`src/verilog/vidmap_pkg.sv`:
```
// Purpose: shared constants for the video memory map, pixel unpacker and panel power sequencer
// Assumes: 24-bit system bus addresses, 15-bit video SRAM address
// Notes:   registers sit on a plain strobe port, one word per index
package vidmap_pkg;

  // ----------------------------------------------------------------
  // address decode
  // ----------------------------------------------------------------
  localparam logic [23:0] COLOR_WIN_BASE   = 24'h0B8000;
  localparam logic [23:0] COLOR_WIN_LAST   = 24'h0BFFFF;
  localparam logic [23:0] MONO_WIN_BASE    = 24'h0B0000;
  localparam logic [23:0] MONO_WIN_LAST    = 24'h0B7FFF;
  localparam int          SRAM_ADDR_W      = 15;

  // ----------------------------------------------------------------
  // graphics layout
  // ----------------------------------------------------------------
  localparam logic [14:0] BANK_SIZE        = 15'h2000;
  localparam logic [7:0]  BYTES_ROW_640    = 8'h50;
  localparam logic [7:0]  BYTES_ROW_480    = 8'h3C;

  // ----------------------------------------------------------------
  // register indices and field positions
  // ----------------------------------------------------------------
  localparam logic [7:0]  REG_SCREEN_CTRL  = 8'h18;
  localparam logic [7:0]  REG_COLOR_SEL    = 8'hD9;
  localparam logic [7:0]  REG_GFX_CTRL     = 8'h20;
  localparam logic [7:0]  REG_POWER_MODE   = 8'h88;
  localparam logic [7:0]  REG_POWER_STATUS = 8'h89;
  localparam int          SCR_MONO_BIT     = 0;
  localparam int          GFX_BPP2_BIT     = 0;
  localparam int          GFX_PANEL480_BIT = 1;
  localparam int          GFX_WIDE640_BIT  = 2;
  localparam logic [4:0]  COLOR_SEL_RESET  = 5'h0F;

  // ----------------------------------------------------------------
  // power manager modes and refresh timing
  // ----------------------------------------------------------------
  typedef enum logic [2:0] {
    PM_HIGH_SPEED = 3'h0,
    PM_DOZE       = 3'h1,
    PM_SLEEP      = 3'h2,
    PM_SUSPEND    = 3'h3,
    PM_OFF        = 3'h4
  } pm_mode_type;

  localparam int REFRESH_NS     = 15625;
  localparam int CLK_PERIOD_NS  = 4;
  localparam int REFRESH_CYCLES = REFRESH_NS / CLK_PERIOD_NS;

endpackage

```
`src/verilog/refresh_tick_if.sv`:
```
// Purpose: carries the refresh tick from the divider to the sequencer
// Assumes: single clock domain
// Notes:   tick is one cycle wide
`timescale 1ns/100ps
`default_nettype none
interface refresh_tick_if;
  logic tick;
  modport source (output tick);
  modport sink   (input  tick);
endinterface
`default_nettype wire

```
`src/verilog/refresh_divider.sv`:
```
// Purpose: divides the core clock down to a one-cycle refresh tick
// Assumes: core clock at 250 MHz
// Notes:   period is a parameter so simulation can shorten it
`timescale 1ns/100ps
`default_nettype none
module refresh_divider
  import vidmap_pkg::*;
#(
  parameter int PERIOD = REFRESH_CYCLES
) (
  // clock and reset
  input  wire logic         core_clk_i,
  input  wire logic         reset_n_i,
  // tick out
  refresh_tick_if.source    tick_if
);

  logic [31:0] count_q;

  // ------------------------------------------------------------
  // free running counter
  // ------------------------------------------------------------
  always_ff @(posedge core_clk_i or negedge reset_n_i) begin
    if (!reset_n_i) begin
      count_q <= 32'h0;
    end else if (count_q == 32'(PERIOD - 1)) begin
      count_q <= 32'h0;
    end else begin
      count_q <= count_q + 32'h1;
    end
  end

  assign tick_if.tick = (count_q == 32'(PERIOD - 1));

endmodule
`default_nettype wire

```
`src/verilog/video_memory_map_lcd_power.sv`:
```
// Purpose: video SRAM decode, graphics pixel unpacking and LCD panel power sequencing
// Assumes: power manager mode and PLL states arrive as same-clock levels
// Notes:   reset pin is asynchronous; text mode and panel shift timing live elsewhere
//
// Summary of operation
// - both panel power enables are active low; 0 means supply on
// - during reset both enables are held at 1
// - logic enable on one refresh after reset, bias on the next refresh
// - sleep, or doze with video PLL stopped, turns bias enable off
// - logic enable stays on through sleep and doze, off only in suspend, off mode or forced suspend
// - waking from suspend, logic enable leads bias enable by one refresh
// - with low-speed and video PLLs both off, all LCD outputs are 0
// - forced suspend turns both enables off together
// - color-compatible mode decodes 0B8000h to 0BFFFFh
// - mono mode decodes 0B0000h to 0B7FFFh and aliases 0B8000h to 0BFFFFh
// - system address bits 14..0 go straight to SRAM address
// - no response outside 0B0000h to 0BFFFFh
// - 1 bpp: 8 pixels per byte, bit 7 leftmost, set bit lit
// - 1 bpp lit pixels use color select bits 4..0
// - 2 bpp: 4 pixels per byte, bits 7..6 leftmost
// - 320-column graphics on 640 panel doubles each pixel
// - rows alternate over 8 Kbyte banks
// - 640x200: two banks, rows of 80 bytes
// - 480x320: four banks, row r in bank r mod 4, rows of 60 bytes
// - 480x320 panel supports only 1 bpp
`timescale 1ns/100ps
`default_nettype none
module video_memory_map_lcd_power
  import vidmap_pkg::*;
#(
  parameter int REFRESH_PERIOD = REFRESH_CYCLES
) (
  // clock and reset
  input  wire logic        core_clk_i,
  input  wire logic        reset_n_i,
  // register port
  input  wire logic [7:0]  reg_addr_i,
  input  wire logic [7:0]  reg_wdata_i,
  input  wire logic        reg_write_i,
  input  wire logic        reg_read_i,
  output logic      [7:0]  reg_rdata_o,
  // power manager state
  input  wire logic [2:0]  power_manager_mode_i,
  input  wire logic        video_pll_on_i,
  input  wire logic        low_speed_pll_on_i,
  // cpu video access
  input  wire logic [23:0] sys_addr_i,
  input  wire logic        sys_cycle_i,
  output logic             video_select_o,
  output logic      [14:0] video_sram_addr_o,
  // display fetch and pixels
  input  wire logic [8:0]  fetch_row_i,
  input  wire logic [6:0]  fetch_col_i,
  output logic      [14:0] fetch_addr_o,
  input  wire logic [7:0]  pixel_byte_i,
  input  wire logic        pixel_load_i,
  input  wire logic        pixel_step_i,
  output logic      [4:0]  pixel_color_o,
  output logic             pixel_valid_o,
  // panel power
  output logic             panel_logic_power_en_n_o,
  output logic             panel_bias_power_en_n_o,
  output logic             lcd_outputs_off_o
);

  // ------------------------------------------------------------
  // functions
  // ------------------------------------------------------------
  function automatic logic in_range(input logic [23:0] a, input logic [23:0] lo,
                                    input logic [23:0] hi);
    in_range = (a >= lo) && (a <= hi);
  endfunction

  // ------------------------------------------------------------
  // refresh tick
  // ------------------------------------------------------------
  refresh_tick_if rt ();
  refresh_divider #(.PERIOD(REFRESH_PERIOD)) u_div (
    .core_clk_i (core_clk_i),
    .reset_n_i  (reset_n_i),
    .tick_if    (rt.source)
  );
  logic tick;
  assign tick = rt.tick;

  // ------------------------------------------------------------
  // registers
  // ------------------------------------------------------------
  logic       mono_q;
  logic [4:0] color_sel_q;
  logic       bpp2_q;
  logic       panel480_q;
  logic       wide640_q;
  logic       force_suspend_q;
  logic       bpp2_eff;

  // 2 bpp does not fit the SRAM on the 480-wide panel, so it is masked there
  assign bpp2_eff = bpp2_q && !panel480_q;

  // software configuration writes
  always_ff @(posedge core_clk_i or negedge reset_n_i) begin
    if (!reset_n_i) begin
      mono_q          <= 1'b0;
      color_sel_q     <= COLOR_SEL_RESET;
      bpp2_q          <= 1'b0;
      panel480_q      <= 1'b0;
      wide640_q       <= 1'b1;
      force_suspend_q <= 1'b0;
    end else if (reg_write_i) begin
      unique case (reg_addr_i)
        REG_SCREEN_CTRL: mono_q <= reg_wdata_i[SCR_MONO_BIT];
        REG_COLOR_SEL:   color_sel_q <= reg_wdata_i[4:0];
        REG_GFX_CTRL: begin
          bpp2_q     <= reg_wdata_i[GFX_BPP2_BIT];
          panel480_q <= reg_wdata_i[GFX_PANEL480_BIT];
          wide640_q  <= reg_wdata_i[GFX_WIDE640_BIT];
        end
        REG_POWER_MODE:  force_suspend_q <= reg_wdata_i[0];
        default: ;
      endcase
    end
  end

  // read data stands the cycle after the read strobe; unmapped reads zero
  always_ff @(posedge core_clk_i or negedge reset_n_i) begin
    if (!reset_n_i) begin
      reg_rdata_o <= 8'h00;
    end else if (reg_read_i) begin
      unique case (reg_addr_i)
        REG_SCREEN_CTRL:  reg_rdata_o <= {7'h00, mono_q};
        REG_COLOR_SEL:    reg_rdata_o <= {3'h0, color_sel_q};
        REG_GFX_CTRL:     reg_rdata_o <= {5'h00, wide640_q, panel480_q, bpp2_q};
        REG_POWER_MODE:   reg_rdata_o <= {7'h00, force_suspend_q};
        REG_POWER_STATUS: reg_rdata_o <= {5'h00, lcd_outputs_off_o,
                                          panel_bias_power_en_n_o,
                                          panel_logic_power_en_n_o};
        default:          reg_rdata_o <= 8'h00;
      endcase
    end else begin
      reg_rdata_o <= 8'h00;
    end
  end

  // ------------------------------------------------------------
  // cpu address decode
  // ------------------------------------------------------------
  logic hit;
  // color window always decodes; mono adds the low window and keeps the alias
  assign hit = sys_cycle_i &&
               (in_range(sys_addr_i, COLOR_WIN_BASE, COLOR_WIN_LAST) ||
                (mono_q && in_range(sys_addr_i, MONO_WIN_BASE, MONO_WIN_LAST)));

  always_ff @(posedge core_clk_i or negedge reset_n_i) begin
    if (!reset_n_i) begin
      video_select_o    <= 1'b0;
      video_sram_addr_o <= 15'h0;
    end else begin
      video_select_o    <= hit;
      video_sram_addr_o <= sys_addr_i[SRAM_ADDR_W-1:0];
    end
  end

  // ------------------------------------------------------------
  // display fetch address
  // ------------------------------------------------------------
  logic [14:0] bank_off;
  logic [14:0] row_in_bank;
  logic [14:0] fetch_d;
  always_comb begin
    bank_off    = 15'h0;
    row_in_bank = 15'h0;
    if (panel480_q) begin
      bank_off    = BANK_SIZE * 15'(fetch_row_i[1:0]);
      row_in_bank = 15'(fetch_row_i[8:2]) * 15'(BYTES_ROW_480);
    end else begin
      bank_off    = BANK_SIZE * 15'(fetch_row_i[0]);
      row_in_bank = 15'(fetch_row_i[8:1]) * 15'(BYTES_ROW_640);
    end
    fetch_d = bank_off + row_in_bank + 15'(fetch_col_i);
  end

  always_ff @(posedge core_clk_i or negedge reset_n_i) begin
    if (!reset_n_i) begin
      fetch_addr_o <= 15'h0;
    end else begin
      fetch_addr_o <= fetch_d;
    end
  end

  // ------------------------------------------------------------
  // pixel unpacking
  // ------------------------------------------------------------
  logic [7:0] shift_q;
  logic [3:0] left_q;   // physical pixels still to show from this byte
  logic       dup_q;    // second copy of a doubled pixel
  logic       doubling;
  assign doubling = bpp2_eff && wide640_q;

  always_ff @(posedge core_clk_i or negedge reset_n_i) begin
    if (!reset_n_i) begin
      shift_q <= 8'h00;
      left_q  <= 4'h0;
      dup_q   <= 1'b0;
    end else if (pixel_load_i) begin
      shift_q <= pixel_byte_i;
      left_q  <= bpp2_eff ? (doubling ? 4'h8 : 4'h4) : 4'h8;
      dup_q   <= 1'b0;
    end else if (pixel_step_i && left_q != 4'h0) begin
      left_q <= left_q - 4'h1;
      if (doubling && !dup_q) begin
        dup_q <= 1'b1;
      end else begin
        dup_q   <= 1'b0;
        shift_q <= bpp2_eff ? {shift_q[5:0], 2'b00} : {shift_q[6:0], 1'b0};
      end
    end
  end

  // msb end is always the leftmost pixel
  always_ff @(posedge core_clk_i or negedge reset_n_i) begin
    if (!reset_n_i) begin
      pixel_color_o <= 5'h00;
      pixel_valid_o <= 1'b0;
    end else if (lcd_outputs_off_o) begin
      pixel_color_o <= 5'h00;
      pixel_valid_o <= 1'b0;
    end else begin
      pixel_valid_o <= (left_q != 4'h0);
      if (bpp2_eff) begin
        pixel_color_o <= {3'h0, shift_q[7:6]};
      end else begin
        pixel_color_o <= shift_q[7] ? color_sel_q : 5'h00;
      end
    end
  end

  // ------------------------------------------------------------
  // panel power sequencer
  // ------------------------------------------------------------
  typedef enum logic [2:0] {
    PWR_OFF, PWR_LOGIC_WAIT, PWR_BIAS_WAIT, PWR_ON, PWR_BIAS_DOWN
  } pwr_state_type;
  pwr_state_type pwr_q;

  logic in_suspend;
  logic bias_drop;
  assign in_suspend = (power_manager_mode_i >= 3'(PM_SUSPEND)) || force_suspend_q;
  assign bias_drop  = (power_manager_mode_i == 3'(PM_SLEEP)) ||
                      (power_manager_mode_i == 3'(PM_DOZE) && !video_pll_on_i);

  // state stepping happens on refresh ticks, except suspend, bias drop and arming from off, which act at once
  always_ff @(posedge core_clk_i or negedge reset_n_i) begin
    if (!reset_n_i) begin
      pwr_q <= PWR_OFF;
    end else if (in_suspend) begin
      pwr_q <= PWR_OFF;
    end else if (bias_drop && (pwr_q == PWR_ON || pwr_q == PWR_BIAS_WAIT)) begin
      pwr_q <= PWR_BIAS_DOWN;
    end else if (pwr_q == PWR_OFF) begin
      // arm at once, so the very next refresh tick lights the logic supply
      pwr_q <= PWR_LOGIC_WAIT;
    end else if (tick) begin
      unique case (pwr_q)
        PWR_OFF:        pwr_q <= PWR_LOGIC_WAIT;
        PWR_LOGIC_WAIT: pwr_q <= PWR_BIAS_WAIT;
        PWR_BIAS_WAIT:  pwr_q <= PWR_ON;
        PWR_ON:         pwr_q <= PWR_ON;
        // logic stayed on throughout, so bias may return on the next tick
        PWR_BIAS_DOWN:  pwr_q <= bias_drop ? PWR_BIAS_DOWN : PWR_ON;
      endcase
    end
  end

  // enables are active low: 0 switches the supply on
  always_ff @(posedge core_clk_i or negedge reset_n_i) begin
    if (!reset_n_i) begin
      panel_logic_power_en_n_o <= 1'b1;
      panel_bias_power_en_n_o  <= 1'b1;
      lcd_outputs_off_o        <= 1'b1;
    end else begin
      panel_logic_power_en_n_o <= !(pwr_q == PWR_BIAS_WAIT || pwr_q == PWR_ON ||
                                    pwr_q == PWR_BIAS_DOWN) || in_suspend;
      panel_bias_power_en_n_o  <= !(pwr_q == PWR_ON) || in_suspend || bias_drop;
      lcd_outputs_off_o        <= !low_speed_pll_on_i && !video_pll_on_i;
    end
  end
endmodule
`default_nettype wire

```
`config.mk`:
```
export PLATFORM = sky130hd
export DESIGN_NAME = video_memory_map_lcd_power
export DESIGN_NICKNAME = d
export VERILOG_FILES = /design/src/verilog/vidmap_pkg.sv /design/src/verilog/refresh_tick_if.sv /design/src/verilog/refresh_divider.sv /design/src/verilog/video_memory_map_lcd_power.sv
export SDC_FILE = /design/constraint.sdc
export NUM_CORES = 1
export LEC_CHECK = 0
export BUFFER_PORTS_ARGS = -buffer_cell sky130_fd_sc_hd__buf_4
export CORE_MARGIN = 2
export CORE_UTILIZATION = 25
export DETAILED_ROUTE_END_ITERATION = 8
export PLACE_DENSITY = 0.55
export SLEW_MARGIN = 15
export SYNTH_ARGS = -nofsm -noshare
export SYNTH_HDL_FRONTEND = slang
export SYNTH_HIERARCHICAL = 1
export SYNTH_SLANG_ARGS = --single-unit
```
`constraint.sdc`:
```
create_clock -name core_clk_i -period 4.4 [get_ports core_clk_i]
set_clock_uncertainty 0.15 [all_clocks]
set_input_delay 0.44 -clock core_clk_i [delete_from_list [all_inputs] [get_ports core_clk_i]]
set_output_delay 0.44 -clock core_clk_i [all_outputs]
set_load 0.05 [all_outputs]
```
# After elaboration in Yosys (flattened, before gate mapping)
# Index checks and enable logic that the tools add are counted.
# W data, S select, Z words.
[word_totals]
register_bits = 106
wordCells = 105
output_inout_bits = 48
in_bits = 76
[op_classes]
reduce_logical = 35
n_eq_ne = 13
mux = 26
n_addsub = 4
n_lt_le_gt_ge = 5
multipliers = 2
[ops]
columns = ["op", "n"]
rows = [
  ["$ge A24 B20 Y1 const B", 2],
  ["$le A24 B20 Y1 const B", 2],
  ["$mux W8", 5],
  ["$add A32 B1 Y32 const B", 1],
  ["$eq A32 B12 Y1 const B", 1],
  ["$mux W32", 1],
  ["$mux W15", 2],
  ["$pmux W5 S5", 1],
  ["$eq A8 B8 Y1 const B", 3],
  ["$mux W4", 4],
  ["$add A15 B15 Y15", 1],
  ["$add A15 B7 Y15", 1],
  ["$mux W3", 5],
  ["$mux W5", 3],
  ["$logic_and A1 B1 Y1", 11],
  ["$mul A7 B4 Y11 const B", 1],
  ["$mul A8 B3 Y11 const B", 1],
  ["$reduce_and A2 Y1", 5],
  ["$eq A3 B2 Y1 const B", 3],
  ["$pmux W3 S3", 1],
  ["$eq A8 B5 Y1 const B", 1],
  ["$eq A8 B6 Y1 const B", 1],
  ["$logic_or A1 B1 Y1", 8],
  ["$reduce_bool A4 Y1", 2],
  ["other kinds (10)", 19],
]

# Longest topological paths before layout
[logic_depth]
word_depth = 9
depth_mapped = 15
ltp_nobuf = 15

# Hierarchy
# The synthesis kept the hierarchy.
[by_module_without_submodules]
columns = ["mod", "area_per_inst_um2", "seq_area_each_um2", "cells_per_inst", "n_inst"]
rows = [
  ["video_memory_map_lcd_power", 4185.3, 1786.7, 410, 1],
  ["refresh_divider", 1677.9, 800.8, 148, 1],
]

# Worst setup path before layout
# No wires, ideal clock.
[synth_path]
path_type = "in2reg"
start = "input fetch_row_i[2]"
end = "register fetch_addr_o[14]"
setup_time_ns = 0.127
path_buffers = 0
path_slack_ns = 0.520
required_ns = 4.123
t_arrival_ns = 3.603
cell_stages = 12
cell_sequence = "fa_1 > fa_1 > inv_1 > fa_1 > a21oi_1 > ha_1 > inv_1 > o21bai_1 > a21oi_1 > or3_1 > o41a_1 > xnor2_1"
[synth_between]
elab_chain_len = 4
elab_cells_between_ends = 5
cone_classes = "2 x add/sub; 2 x mul; 1 x mux"
[synth_lines]
columns = ["item", "line_no", "rtl"]
rows = [
  ["from (decl)", "video_memory_map_lcd_power.sv:52", "input wire logic [8:0] fetch_row_i,"],
  ["$mul A8 B3 Y11 or $mul A7 B4 Y11 (tied branches)", "video_memory_map_lcd_power.sv:177, video_memory_map_lcd_power.sv:174", ""],
  ["$mux W15 (*)", "video_memory_map_lcd_power.sv:172", "if (panel480_q) begin"],
  ["$add A15 B15 Y15 (*)", "video_memory_map_lcd_power.sv:179", "fetch_d = bank_off + row_in_bank + 15'(fetch_col_i);"],
  ["$add A15 B7 Y15 (*)", "video_memory_map_lcd_power.sv:179", ""],
  ["net fetch_d[14]", "video_memory_map_lcd_power.sv:168", "logic [14:0] fetch_d;"],
  ["to (signal assigned)", "video_memory_map_lcd_power.sv:186", "fetch_addr_o <= fetch_d;"],
  ["to (decl)", "video_memory_map_lcd_power.sv:54", "output logic [14:0] fetch_addr_o,"],
]
# The timed path passes the listed nets; every way through them passes the cells marked *.
# A chain may end at the register's enable or synchronous reset.

# Worst setup path after layout
# Same ends and word-level chain as after synthesis.

==> flow_metrics.env <==
export IMPL_clkPwrFrac_pct=31.1
export IMPL_seqPwrFrac_pct=41.8
export IMPL_max_stage_delay_ns=0.55
export IMPL_routabilityCongestion=0.775
export IMPL_fmax_ghz=0.261
export IMPL_synthArstFlopShare_pct=100
export IMPL_postRouteAntennaNets=0
export IMPL_rsz0062_at_grt="false"
export IMPL_first_global_vias=4256
export IMPL_tightest_slew_ns=0.995
export IMPL_worstSkewPairLatency_ns=0.35
export IMPL_drc=0
export IMPL_grt_pass1_wl_um=22000
export IMPL_yosys_most_used_dff="dfrtp_1"
export IMPL_pwr_density_cell_mw_per_mm2=339
export IMPL_min_path_type="in2reg"
export IMPL_seq_area_frac_synth_pct=44.1
export IMPL_min_from="sys_addr_i[0]"
export IMPL_start_util_pct=25.2
export IMPL_critPathCaptureType="flip-flop"
export IMPL_ctsHtreeMaxLevel=3
export IMPL_ys_warnings_count=6
export IMPL_postSynthAreaPerCell_sq_um=10.5
export IMPL_relSlewSlack_pct=33.7
export IMPL_synth_edff_count=0
export IMPL_cts_tree="built"
export IMPL_synth_cell_area_sq_mm=0.00586
export IMPL_boundaryPins=124
export IMPL_hold_path_depth=1
export IMPL_crit_chain="buf_4 -> fa_1 -> fa_1 -> inv_1 -> fa_1 -> a21oi_1 -> ha_1 -> inv_1 -> o21bai_1 -> a21oi_1 -> or3_1 -> o41a_1 -> xnor2_1"
export IMPL_cts_buffers_inserted=9
export IMPL_die_area_sq_mm=0.0247
export IMPL_cts_root_buf="clkbuf_16"
export IMPL_ff2ff_path_depth=11
export IMPL_finalSetupTns_ns=0
export IMPL_post_route_period_util_pct=87.2
export IMPL_fin_hold_ws_ns=0.0358
export IMPL_layout_common_cells="buf_4 (121), dfrtp_1 (95), nand2_1 (49)"
export IMPL_num_vias=4372
export IMPL_grt_overflow=0
export IMPL_synthCells=558
export IMPL_period_needed_ns=3.84
export IMPL_drt_wl_total_um=13600
export IMPL_slew_viol_final=0
export IMPL_cp_required_ns=4.48
export IMPL_synthToLayoutAreaGrowth_pct=26.0
export IMPL_crit_path_frequent_cell="fa_1"
export IMPL_worstSetupStartpointType="input port"
export IMPL_cts_resized=0
export IMPL_critical_path_class="in2reg"
export IMPL_post_place_ws_ns=0.177
export IMPL_clkTransAtPathRegs_ns=0.08
export IMPL_fillers=2409
export IMPL_crit_arrival_ns=3.92
export IMPL_ir_worst_vdd_mv=0.172
export IMPL_die_h_um=157
export IMPL_setup_ws_ns=0.564
export IMPL_p_sw_share_pct=33.4
export IMPL_post_cts_setup_buffer_count=0
export IMPL_p_switching_uw=837
export IMPL_num_antenna_cells=0
export IMPL_row_count=56
export IMPL_io_buffers=117
export IMPL_ys_seq_elements=103
export IMPL_die_x_um=157
export IMPL_grt_usage_pct=11.3
export IMPL_ctsHoldBuffers=0
export IMPL_power_internal_mw=1.67
export IMPL_path_buf_inv=3
export IMPL_r2r_end="fetch_addr_o[14]$_DFF_PN0_"
export IMPL_crit_fanout=5
export IMPL_hold_viol_final=0
export IMPL_drt_iter0_drc=146
export IMPL_crit_family="adder cells"
export IMPL_viasPerCell=4.37
export IMPL_min_delay_worst_endpoint="video_sram_addr_o[0]$_DFF_PN0_"
export IMPL_ctsLongestPathBuffers=2
export IMPL_outcome="completed"
export IMPL_crit_path_top_delay_cell="fa_1"
export IMPL_power_leakage_nw=3.39
export IMPL_grt_antenna_before_repair=0
export IMPL_final_util_pct=31.8
export IMPL_layout_nets=801
export IMPL_finalSetupViolCount=0
export IMPL_mostFrequentLayoutCell="buf_4"
export IMPL_drv_cap=0
export IMPL_r2r_slack_ns=1.35
export IMPL_core_sq_mm=0.0233
export IMPL_wl_per_cell_um=13.6
export IMPL_r2r_start="panel480_q$_DFFE_PN0P_"
export IMPL_drive_gt1_share_pct=27.4
export IMPL_synth_distinct_cells=71
export IMPL_post_dp_hpwl_um=10700
export IMPL_grt_max_degree=80
export IMPL_pwr_share_comb_pct=27.1
export IMPL_cts_sinks=103
export IMPL_drtPass1Iterations=5
-- synthesized netlist by cell type (6+ instances only) --
master     n  area [sq um]
nand3_1   14          70.1
clkbuf_1   7          26.3
mux2_2    14           158
nor3b_1    6          45.0
xnor2_1   23           201
nor2b_1    6          37.5
nand2_1   49           184
fa_1      13           260
nor2_1    45           169
inv_1     38           143
dfstp_2    8           210
nor4_1     7          43.8
nand2b_1   7          43.8
and2_1     6          37.5
a21oi_1   27           135
nor3_1    12          60.1
and3_1     6          37.5
nor4_2     8           100
ha_1      35           438
o21ai_0   17          85.1
xor2_1    24           210
dfrtp_1   95          2380
nand4_1    8          50.1
-- layer usage --
layer	GRT usage [%]	routed length, um	vias to the layer above
met5	0	0	-
met1	14.7	6260	2105
met4	2.99	82	0
met3	1.79	500	7
li1	-	-	2180
met2	19.7	6780	80
-- power groups by stage --
stage	clock (mW)	sequential (mW)	combinational, mW
final	0.780	1.05	0.679
after global routing	0.842	1.05	0.757
after CTS	0.813	1.05	0.690
after detailed placement	0	1.06	0.687
after global placement	0	1.07	0.680
after floorplan	0	1.18	0.336
-- flip-flops by register name (all words and copies together) (netlist names), 3 cells and up --
register and flops:
color_sel_q 5, fetch_addr_o 15, left_q 4, pixel_color_o 5
pwr_q 3, reg_rdata_o 5, shift_q 8, u_div/count_q 32
video_sram_addr_o 15
-- worst max path at each step --
stage                        start                    endpoint  slack, ns  cells after the start
finish              fetch_row_i[2]  fetch_addr_o[14]$_DFF_PN0_       0.56                     13
global route        fetch_row_i[2]  fetch_addr_o[14]$_DFF_PN0_       0.39                     13
CTS                 fetch_row_i[2]  fetch_addr_o[14]$_DFF_PN0_       0.56                     13
detailed placement  fetch_row_i[2]  fetch_addr_o[14]$_DFF_PN0_       0.18                     13
global placement    fetch_row_i[2]  fetch_addr_o[14]$_DFF_PN0_       0.20                     13
floorplan           fetch_row_i[2]  fetch_addr_o[14]$_DFF_PN0_       0.52                     12
-- cells by family (layout without fill, tap and decap cells) --
kind of cell | after synthesis | in the layout | share of synthesized area, %
compound gates | 83 | 83 | 9.13
xor+xnor | 48 | 48 | 7.30
fa+ha+maj | 48 | 48 | 11.9
buf+inv | 53 | 175 | 3.86
flops | 103 | 103 | 44.1
mux | 17 | 17 | 3.20
other cells | 1 | 3 | 0.0640
simple gates | 205 | 205 | 20.4
-- layout make-up --
type,instances,area (sq um),area share [%]
multi-input combinational,404,3060,41.4
sequential,103,2590,35.0
timing repair buffer,121,908,12.3
tap,319,399,5.40
clock buffer,9,225,3.05
inverter,38,143,1.93
clock inverter,7,62.6,0.847
-- per-stage QoR --
step | instance area, sq um | total power [mW] | instances
final | 7390 | 2.50 | 1001
after global routing | 7390 | 2.65 | 1001
after CTS | 7380 | 2.55 | 1001
after detailed placement | 7090 | 1.75 | 985
after global placement | 7090 | 1.75 | 985
after floorplan | 5870 | 1.52 | 560
No activity file was read; power rests on OpenSTA's default activity.
